--- config.mk ---
export PLATFORM = sky130hd
export DESIGN_NAME = uc3_ctrl
export DESIGN_NICKNAME = d
export VERILOG_FILES = /design/src/inc/uc3_pkg.sv /design/src/verilog/uc3_irq.sv /design/src/verilog/uc3_ctrl.sv
export VERILOG_INCLUDE_DIRS = /design/src /design/src/inc
export SDC_FILE = /design/constraint.sdc
export NUM_CORES = 1
export LEC_CHECK = 0
export BUFFER_PORTS_ARGS = -buffer_cell sky130_fd_sc_hd__buf_2
export CAP_MARGIN = 15
export CORE_AREA = 3 3 64 66
export DETAILED_ROUTE_END_ITERATION = 8
export DIE_AREA = 0 0 67 69
export PLACE_DENSITY = 0.82
export SLEW_MARGIN = 10
export SYNTH_ARGS = -nofsm -noshare
export SYNTH_HDL_FRONTEND = slang
export SYNTH_SLANG_ARGS = --single-unit
--- constraint.sdc ---
create_clock -name sys_clk -period 3.75 [get_ports sys_clk]
set_input_delay 0.75 -clock sys_clk [delete_from_list [all_inputs] [get_ports sys_clk]]
set_output_delay 0.75 -clock sys_clk [all_outputs]
set_load 0.05 [all_outputs]
--- src/inc/uc3_regs.svh ---
// Register offsets, field positions and reset values of the control block.
`ifndef UC3_REGS_SVH
`define UC3_REGS_SVH

`define UC3_OFS_MODE        4'h0
`define UC3_OFS_DATA        4'h1
`define UC3_OFS_ERR_STATUS  4'h2
`define UC3_OFS_STATE       4'h3
`define UC3_OFS_CTRL_THREE  4'h6

`define UC3_MODE_NINE_BIT   0
`define UC3_MODE_LOOP       1
`define UC3_MODE_RX_SOURCE  2

`define UC3_C3_RX_NINTH     7
`define UC3_C3_TX_NINTH     6
`define UC3_C3_PIN_DIR      5
`define UC3_C3_TX_INVERT    4
`define UC3_C3_OVERRUN_EN   3
`define UC3_C3_NOISE_EN     2
`define UC3_C3_FRAMING_EN   1
`define UC3_C3_PARITY_EN    0

`define UC3_ERR_OVERRUN     3
`define UC3_ERR_NOISE       2
`define UC3_ERR_FRAMING     1
`define UC3_ERR_PARITY      0

`define UC3_STATE_RX_FULL   0

`define UC3_RESET_BYTE      8'h00
`define UC3_RESET_ERR       4'h0
`define UC3_RESET_NINE      9'h000

`endif

--- src/inc/uc3_pkg.sv ---
// Types shared by the control register block.
package uc3_pkg;
  typedef logic [3:0] uc3_addr_t;
  typedef logic [7:0] uc3_byte_t;
  typedef logic [3:0] uc3_err_t;
  typedef logic [8:0] uc3_char_t;
endpackage

--- src/verilog/uc3_irq.sv ---
// Sticky error status with write-one-to-clear and a masked interrupt line.
`timescale 1ns/10ps
`include "uc3_regs.svh"

module uc3_irq
(
  input  wire logic             sys_clk,
  input  wire logic             nrst,
  input  wire uc3_pkg::uc3_err_t events,
  input  wire logic             clear_write,
  input  wire uc3_pkg::uc3_err_t clear_bits,
  input  wire uc3_pkg::uc3_err_t enables,
  output uc3_pkg::uc3_err_t     status,
  output logic                  irq
);
  import uc3_pkg::*;

  uc3_err_t next_status;
  logic     next_irq;

  always_comb
  begin
    next_status = status;
    if (clear_write)
    begin
      next_status = next_status & ~clear_bits;
    end
    // A new event in the clearing cycle survives the clear.
    next_status = next_status | events;
    next_irq    = |(next_status & enables);
  end

  always_ff @(posedge sys_clk or negedge nrst)
  begin
    if (!nrst)
    begin
      status <= `UC3_RESET_ERR;
      irq    <= 1'b0;
    end
    else
    begin
      status <= next_status;
      irq    <= next_irq;
    end
  end
endmodule // uc3_irq

--- src/verilog/uc3_ctrl.sv ---
// Third serial control register with ninth bits, pin control and error irq.
//
// How it works
// RL1 - Control register three sits at offset 6h, all bits reset to zero.
// RL2 - In nine-bit mode bit 7 shows the ninth received data bit.
// RL3 - Software reads the ninth bit before the data register read.
// RL4 - Data write moves ninth transmit bit plus data byte to the shifter.
// RL5 - Ninth transmit bit is held across data writes; software updates it.
// RL6 - In single-wire mode bit 5 sets transmit pin direction.
// RL7 - Bit 4 inverts every transmitted element including break and idle.
// RL8 - Bit 3 lets a set overrun flag raise the interrupt.
// RL9 - Bit 2 lets a set noise flag raise the interrupt.
// RL10 - Bit 1 lets a set framing error flag raise the interrupt.
// RL11 - Bit 0 lets a set parity error flag raise the interrupt.
// RL12 - Ninth received bit loads with the byte; writes to it are ignored.
`timescale 1ns/10ps
`include "uc3_regs.svh"

module uc3_ctrl
(
  input  wire logic              sys_clk,
  input  wire logic              nrst,
  input  wire uc3_pkg::uc3_addr_t addr,
  input  wire uc3_pkg::uc3_byte_t wdata,
  input  wire logic              wr_stb,
  input  wire logic              rd_stb,
  output uc3_pkg::uc3_byte_t     rdata,
  input  wire logic              rx_char_valid,
  input  wire uc3_pkg::uc3_char_t rx_char,
  input  wire logic              overrun_event,
  input  wire logic              noise_event,
  input  wire logic              framing_event,
  input  wire logic              parity_event,
  output logic                   tx_load,
  output uc3_pkg::uc3_char_t     tx_shift_data,
  input  wire logic              tx_raw_bit,
  output logic                   txd_out,
  output logic                   txd_oe,
  output logic                   nine_bit_mode,
  output logic                   loop_select,
  output logic                   receiver_source_select,
  output logic                   irq
);
  import uc3_pkg::*;

  uc3_byte_t serial_control_three;
  uc3_byte_t next_serial_control_three;
  logic      next_nine_bit_mode;
  logic      next_loop_select;
  logic      next_receiver_source_select;
  uc3_byte_t rx_data;
  uc3_byte_t next_rx_data;
  logic      rx_ninth_bit;
  logic      next_rx_ninth_bit;
  logic      rx_full;
  logic      next_rx_full;
  logic      next_tx_load;
  uc3_char_t next_tx_shift_data;
  logic      next_txd_out;
  logic      next_txd_oe;
  uc3_byte_t next_rdata;
  uc3_err_t  err_status;
  uc3_err_t  err_events;
  logic      single_wire;
  logic      wr_c3;
  logic      wr_mode;
  logic      wr_data;
  logic      wr_err;
  logic      rd_data;

  always_comb
  begin
    wr_c3   = 1'b0;
    wr_mode = 1'b0;
    wr_data = 1'b0;
    wr_err  = 1'b0;
    rd_data = 1'b0;
    if (addr == `UC3_OFS_CTRL_THREE)
    begin
      wr_c3 = wr_stb;
    end
    else if (addr == `UC3_OFS_MODE)
    begin
      wr_mode = wr_stb;
    end
    else if (addr == `UC3_OFS_DATA)
    begin
      wr_data = wr_stb;
      rd_data = rd_stb;
    end
    else if (addr == `UC3_OFS_ERR_STATUS)
    begin
      wr_err = wr_stb;
    end
  end

  // Control and mode register writes.
  always_comb
  begin
    next_serial_control_three = serial_control_three;
    next_nine_bit_mode          = nine_bit_mode;
    next_loop_select            = loop_select;
    next_receiver_source_select = receiver_source_select;
    if (wr_c3)
    begin
      // RL12 read-only bit
      next_serial_control_three[6:0] = wdata[6:0];
    end
    if (wr_mode)
    begin
      next_nine_bit_mode          = wdata[`UC3_MODE_NINE_BIT];
      next_loop_select            = wdata[`UC3_MODE_LOOP];
      next_receiver_source_select = wdata[`UC3_MODE_RX_SOURCE];
    end
  end

  always_ff @(posedge sys_clk or negedge nrst)
  begin
    if (!nrst)
    begin
      // RL1 reset to zero
      serial_control_three   <= `UC3_RESET_BYTE;
      nine_bit_mode          <= 1'b0;
      loop_select            <= 1'b0;
      receiver_source_select <= 1'b0;
    end
    else
    begin
      serial_control_three   <= next_serial_control_three;
      nine_bit_mode          <= next_nine_bit_mode;
      loop_select            <= next_loop_select;
      receiver_source_select <= next_receiver_source_select;
    end
  end

  // Receive buffer: the byte and its ninth bit load together.
  always_comb
  begin
    next_rx_data      = rx_data;
    next_rx_ninth_bit = rx_ninth_bit;
    next_rx_full      = rx_full;
    // RL3 data read clears
    if (rd_data)
    begin
      next_rx_full = 1'b0;
    end
    if (rx_char_valid)
    begin
      next_rx_data = rx_char[7:0];
      // RL12 load with byte
      next_rx_ninth_bit = nine_bit_mode & rx_char[8];
      next_rx_full      = 1'b1;
    end
  end

  always_ff @(posedge sys_clk or negedge nrst)
  begin
    if (!nrst)
    begin
      rx_data      <= `UC3_RESET_BYTE;
      rx_ninth_bit <= 1'b0;
      rx_full      <= 1'b0;
    end
    else
    begin
      rx_data      <= next_rx_data;
      rx_ninth_bit <= next_rx_ninth_bit;
      rx_full      <= next_rx_full;
    end
  end

  // Transmit load and pin control.
  always_comb
  begin
    single_wire  = loop_select & receiver_source_select;
    next_tx_load = wr_data;
    next_tx_shift_data = tx_shift_data;
    if (wr_data)
    begin
      // RL4 nine-bit transfer
      // RL5 held ninth bit
      next_tx_shift_data = {nine_bit_mode &
                            serial_control_three[`UC3_C3_TX_NINTH], wdata};
    end
    // RL7 invert all elements
    next_txd_out = tx_raw_bit ^ serial_control_three[`UC3_C3_TX_INVERT];
    next_txd_oe  = 1'b1;
    if (single_wire)
    begin
      // RL6 pin direction
      next_txd_oe = serial_control_three[`UC3_C3_PIN_DIR];
    end
  end

  always_ff @(posedge sys_clk or negedge nrst)
  begin
    if (!nrst)
    begin
      tx_load       <= 1'b0;
      tx_shift_data <= `UC3_RESET_NINE;
      txd_out       <= 1'b1;
      txd_oe        <= 1'b1;
    end
    else
    begin
      tx_load       <= next_tx_load;
      tx_shift_data <= next_tx_shift_data;
      txd_out       <= next_txd_out;
      txd_oe        <= next_txd_oe;
    end
  end

  // Read data for the cycle after the strobe.
  always_comb
  begin
    next_rdata = `UC3_RESET_BYTE;
    if (rd_stb)
    begin
      if (addr == `UC3_OFS_CTRL_THREE)
      begin
        next_rdata = serial_control_three;
        // RL2 ninth received bit
        next_rdata[`UC3_C3_RX_NINTH] = rx_ninth_bit;
      end
      else if (addr == `UC3_OFS_MODE)
      begin
        next_rdata = {5'h00, receiver_source_select, loop_select,
                      nine_bit_mode};
      end
      else if (addr == `UC3_OFS_DATA)
      begin
        next_rdata = rx_data;
      end
      else if (addr == `UC3_OFS_ERR_STATUS)
      begin
        next_rdata = {4'h0, err_status};
      end
      else if (addr == `UC3_OFS_STATE)
      begin
        next_rdata = {7'h00, rx_full};
      end
    end
  end

  always_ff @(posedge sys_clk or negedge nrst)
  begin
    if (!nrst)
    begin
      rdata <= `UC3_RESET_BYTE;
    end
    else
    begin
      rdata <= next_rdata;
    end
  end

  always_comb
  begin
    err_events = `UC3_RESET_ERR;
    err_events[`UC3_ERR_OVERRUN] = overrun_event;
    err_events[`UC3_ERR_NOISE]   = noise_event;
    err_events[`UC3_ERR_FRAMING] = framing_event;
    err_events[`UC3_ERR_PARITY]  = parity_event;
  end

  // RL8 overrun enable
  // RL9 noise enable
  // RL10 framing enable
  // RL11 parity enable
  uc3_irq u_irq
  (
    .sys_clk     (sys_clk),
    .nrst        (nrst),
    .events      (err_events),
    .clear_write (wr_err),
    .clear_bits  (wdata[3:0]),
    .enables     (serial_control_three[3:0]),
    .status      (err_status),
    .irq         (irq)
  );
endmodule // uc3_ctrl

* Yosys cells after proc, flatten, opt, wreduce, memory -nomap -nowiden
Index checks and enable logic that the tools add are counted.
** Word-level totals
- Register bits after elaboration :: 45
- Bits in latches :: 0
- Bits in writable memories :: 0
- Bits in read-only memories :: 0
- Bits of input ports :: 31
- Output and inout bits :: 24
- Memories :: 0
** Operators by class
- Add/subtract/negate cells :: 0
- $mul :: 0
- Divide/modulo/power cells :: 0
- Magnitude comparators :: 0
- Equality and inequality tests :: 4
- Shift operators :: 0
- Mux-type cells :: 23
- Bitwise logic cells :: 8
- Reduce and logical (&&, ||, !) cells :: 3
** Operator list (number)
- two-way mux 8 bit :: 4
- two-way mux 1 bit :: 17
- AND 4 bit :: 2
- equality test 4 x 2 -> 1 bit, second input constant :: 2
- two-way mux 4 bit :: 2
- equality test 4 x 1 -> 1 bit, second input constant :: 1
- equality test 4 x 3 -> 1 bit, second input constant :: 1
- zero test 4 bit :: 1
- NOT 4 bit :: 1
- bitwise OR 4 bit :: 1
- OR reduction 4 bit :: 1
- AND 1 bit :: 3
- nonzero test 2 bit :: 1
- bitwise XOR 1 bit :: 1

* Logic depth before layout (Yosys ltp)
- Word-level depth :: 9
- Depth in mapped cells :: 5
- Depth with buffers taken out :: 3

* Modules after synthesis
A second synthesis with hierarchy kept.
** Second synthesis, totals
- Cells, all modules :: 149
- Area total of the unflattened synthesis :: 1919.3 um2
** By module, submodules not included
- uc3_ctrl :: times used 1, cells each 130, area each 1702.9 um2
- uc3_irq :: times used 1, cells each 19, area each 216.5 um2

* Worst setup path before layout
No wires, ideal clock.
- Path type :: input-to-reg
- From :: in addr[2]
- To :: reg u_irq.irq
- Library setup time :: 139 ps
- Data arrival time :: 1822 ps
- Required time :: 3611 ps
- Setup slack :: 1789 ps
- Stages on the path :: 4
- Path buffers :: 1
- Path through :: buf_4 > nor3b_4 > a41oi_1 > or4_1
** Between the ends
- Cells in the longest elaborated chain, start to end :: 9
- Elaborated cells between the ends (all ways) :: 12
- Classes of those cells :: eq/ne (3); mux (5); bitwise (2); reduce/logical (2)
** RTL lines
- from (decl) :: RTL line uc3_ctrl.sv:23 : input wire uc3_pkg::uc3_addr_t addr,
- equality test 4 x 2 -> 1 bit (no line)
- two-way mux 1 bit :: RTL line uc3_ctrl.sv:91 : else if (addr == `UC3_OFS_ERR_STATUS)
- two-way mux 1 bit :: RTL line uc3_ctrl.sv:86 : else if (addr == `UC3_OFS_DATA)
- two-way mux 1 bit :: RTL line uc3_ctrl.sv:82 : else if (addr == `UC3_OFS_MODE)
- two-way mux 1 bit * :: RTL line uc3_ctrl.sv:78 : if (addr == `UC3_OFS_CTRL_THREE)
- two-way mux 4 bit * :: RTL line uc3_irq.sv:24 : if (clear_write)
- bitwise OR 4 bit * :: RTL line uc3_irq.sv:29 : next_status = next_status | events;
- AND 4 bit * :: RTL line uc3_irq.sv:30 : next_irq = |(next_status & enables);
- OR reduction 4 bit * :: RTL line uc3_irq.sv:30
- named net u_irq.next_irq :: RTL line uc3_irq.sv:19 : logic next_irq;
- to (signal assigned) :: RTL line uc3_irq.sv:43 : irq <= next_irq;
- to (decl) :: RTL line uc3_irq.sv:14 : output logic irq
Mark *: on every way through the listed nets, which the timed path passes. The rest lies on a longest branch.
A chain may end at the register's enable or synchronous reset.

* Worst setup path in the final report
- From :: in addr[1]
- To :: reg u_irq.irq
The elaborated chain is that of the path after synthesis.

==> summary.md <==
| Metric | Value |
|---|---|
| WL/cell | `between 15 and 20 µm` |
| IO Port Bufs | `54` |
| Share of the synthesized area in the top cell type | `0.556` |
| H-tree levels | `2` |
| Final worst slack | `roughly 1800 ps` |
| Largest net degree at the start of global routing | `between 40 and 50` |
| Num CTS Buffers | `5` |
| Setup TNS | `0 ps` |
| Final min period | `2000 ps` |
| Die Ht | `just under 70 µm` |
| Internal Power | `around 0.8 mW` |
| Clock root buffer | `clkbuf_8` |
| YS warnings | `0` |
| Seq cells post-synth | `45` |
| Area growth from synthesis to layout | `20.0%` |
| Unique masters post-synth | `31` |
| WL met1 | `1650 µm` |
| Share of cells above drive strength 1 | `0.470` |
| Worst IR Drop VDD | `roughly 310 µV` |
| Required time of the worst setup path | `between 3000 and 4000 ps` |
| Post-Syn Instances | `~150` |
| Unrepaired setup endpoints after global routing | `false` |
| Max clock buf depth | `2` |
| Register area share after synthesis | `0.583` |
| Antenna viol nets, final | `0` |
| P_leak | `1.10 nW` |
| Status | `finished clean` |
| Final Skew | `between 6 and 7 ps` |
| Non-filler cells, final | `250` |
| Final period util | `0.533` |
| Setup Buffers After CTS | `0` |
| Initial Util | `0.533` |
| RePlAce Congestion | `roughly 0.86` |
| Slew HR | `0.371` |
| WL met2 | `roughly 2100 µm` |
| CP Launch Type | `primary input` |
| Switching share of power | `0.343` |
| Post-CTS Hold Fix Bufs | `0` |
| Top post-synthesis cells by area | `dfrtp_1, mux2_2, dfstp_2, nor2b_1, a21o_1` |
| Worst Path Max Fanout | `9` |
| Clock Power Share | `0.230` |
| Fill count | `about 310` |
| # clock sinks | `45` |
| Ant. Diodes | `0` |
| Row count | `22` |
| Clock transition at path regs | `70 ps` |
| Setup violations, final | `0` |
| GRT Util Overall | `0.196` |
| Initial antenna violation count | `0` |
| CTS resizes | `0` |
| Width of the die | `between 60 and 70 µm` |
| Grt ovf | `0` |
| Hold crit path type | `flop to flop` |
| Dpl ws | `between 1000 and 1500 ps` |
| Iteration-0 DRC Markers | `~120` |
| Cell Pwr Density | `between 500 and 600 nW/µm²` |
| CP arrival | `roughly 2200 ps` |
| Max Clock Freq | `501 MHz` |
| Final hold violation count | `0` |
| Area leader, netlist | `dfrtp_1` |
| Critical Path End Type | `flop` |
| Maxcap violations | `0` |
| Die area | `about 4600 µm²` |
| Via-to-Cell Ratio | `5.58` |
| Worst-Skew Late Latency | `a little under 300 ps` |
| Cells after DPL | `243` |
| Total core area | `~3600 µm²` |
| Worst-margin pin slew | `about 940 ps` |
| Final WL | `approximately 4100 µm` |
| Logic pwr share | `0.268` |
| Global-route wire length before repair | `between 6000 and 7000 µm` |
| Highest metal used | `met4` |
| Vias in the first global route | `1,428` |
| CP Class | `primary input to flop` |
| Top Ports | `between 50 and 60` |
| CTS tree | `built` |
| Syn Std Cell Area | `about 1900 µm²` |
| Sequential cell fraction of total power | `0.502` |
| HPWL Detailed | `between 3000 and 4000 µm` |
| DR pass1 iterations | `4` |
| Net switching power | `between 0.4 and 0.5 mW` |
| Final max-slew violation count | `0` |
| Syn avg cell area | `13.3 µm²` |
| Met3 WL | `~250 µm` |
| DRC violations left | `0` |
| Vias | `around 1,400` |
| Syn nets | `approximately 180` |
| Final nets | `around 230` |
-- state kept, by name, summed over array words and instances, names as in the netlist, 4 cells and up --
name,count
rx_data,8
rdata,8
serial_control_three,7
tx_shift_data,9
u_irq.status,4
-- final timing paths --
kind	startpoint	end	slack (ps)	depth (start not counted)
worst max-delay path	addr[1]	u_irq.irq$_DFF_PN0_	1750	4
worst min-delay path	serial_control_three[4]$_DFFE_PN0P_	txd_out$_DFF_PN1_	490	1
worst max register to register	u_irq.status[1]$_DFF_PN0_	u_irq.irq$_DFF_PN0_	2410	3
worst min register to register	serial_control_three[4]$_DFFE_PN0P_	txd_out$_DFF_PN1_	490	1
max in group asynchronous	nrst	u_irq.status[1]$_DFF_PN0_	2560	1
min in group asynchronous	nrst	rx_data[2]$_DFFE_PN0P_	600	1
-- cell usage after synthesis --
cell type and count:
nor2_1 3, o211ai_1 1, a21bo_2 1, buf_2 2, a2bb2oi_1 2, nor3b_4 1, nor4_1 2, or4_1 2
o21ai_0 5, mux4_1 1, a32oi_1 1, dfstp_2 2, nor4bb_1 1, nand4_1 1, nand2_2 2, a22oi_1 4
nor4b_4 1, dfrtp_1 43, nand2_1 2, nand3b_1 1, xor2_1 1, nor2b_1 8, a41oi_1 4, a21o_1 5
nand4b_1 1, mux2_2 27, nand3_1 7, clkbuf_1 1, buf_4 2, inv_1 9, nor3b_1 2
-- metal layers --
layer,track usage,up-vias
met3,0.0521,8
li1,-,638
met1,0.248,694
met5,0,-
met2,0.317,56
met4,0.0743,0
-- power by group through the flow --
stage	registers, mW	logic (mW)	clock network (mW)
after floorplan	0.738	0.0922	0
after global placement	0.606	0.313	0
after detailed placement	0.610	0.322	0
after CTS	0.601	0.323	0.286
after global routing	0.610	0.341	0.302
final	0.600	0.320	0.275
-- cell usage in the layout, fill, tap and decap left out, types with 2 or more instances in the layout --
| cell | synthesis | layout |
|---|---|---|
| buf_2 | 2 | 54 |
| dfrtp_1 | 43 | 43 |
| mux2_2 | 27 | 27 |
| inv_1 | 9 | 9 |
| nor2b_1 | 8 | 8 |
| nand3_1 | 7 | 7 |
| a21o_1 | 5 | 5 |
| o21ai_0 | 5 | 5 |
| clkbuf_8 | 0 | 5 |
| a22oi_1 | 4 | 4 |
| a41oi_1 | 4 | 4 |
| nor2_1 | 3 | 3 |
| or4_1 | 2 | 2 |
| nor3b_1 | 2 | 2 |
| a2bb2oi_1 | 2 | 2 |
| nor4_1 | 2 | 2 |
| nand2_1 | 2 | 2 |
| nand2_2 | 2 | 2 |
| dfstp_2 | 2 | 2 |
-- layout make-up --
| type | instances | area, µm² | share of cell area |
|---|---|---|---|
| flip-flops and latches | 45 | 1130 | 0.486 |
| multi-input cells | 86 | 744 | 0.321 |
| repair buffers | 55 | 278 | 0.120 |
| clock buffers | 6 | 72.6 | 0.0312 |
| well taps | 48 | 60.1 | 0.0259 |
| inverters | 9 | 33.8 | 0.0145 |
| clock inverters | 1 | 5.00 | 0.00216 |
-- cells by family (layout without fill, tap and decap cells) --
| group | after synthesis | in the layout | synth area share |
|---|---|---|---|
| and+or+nand+nor | 34 | 34 | 0.121 |
| DFF | 45 | 45 | 0.583 |
| xor gates and xnor gates | 1 | 1 | 0.00453 |
| muxes | 28 | 28 | 0.171 |
| AOI/OAI and AO/OA | 23 | 23 | 0.0886 |
| buffers and inverters | 14 | 71 | 0.0323 |
-- critical path, cell delays in order --
cell and delay [ps]:
buf_2 180, nor2b_1 480, a41oi_1 180, or4_1 550
-- through the flow --
step / total power, mW / utilization / cell area, µm² / hold WS, ps
detailed placement: 0.933 / 0.618 / 2240 / 474
global placement: 0.918 / 0.618 / 2240 / 454
global route: 1.25 / 0.639 / 2320 / 508
floorplan: 0.830 / - / 1940 / 423
CTS: 1.21 / 0.639 / 2320 / 491
finish: 1.19 / 0.639 / 2320 / 493
Power figures use the tool's default switching activity.
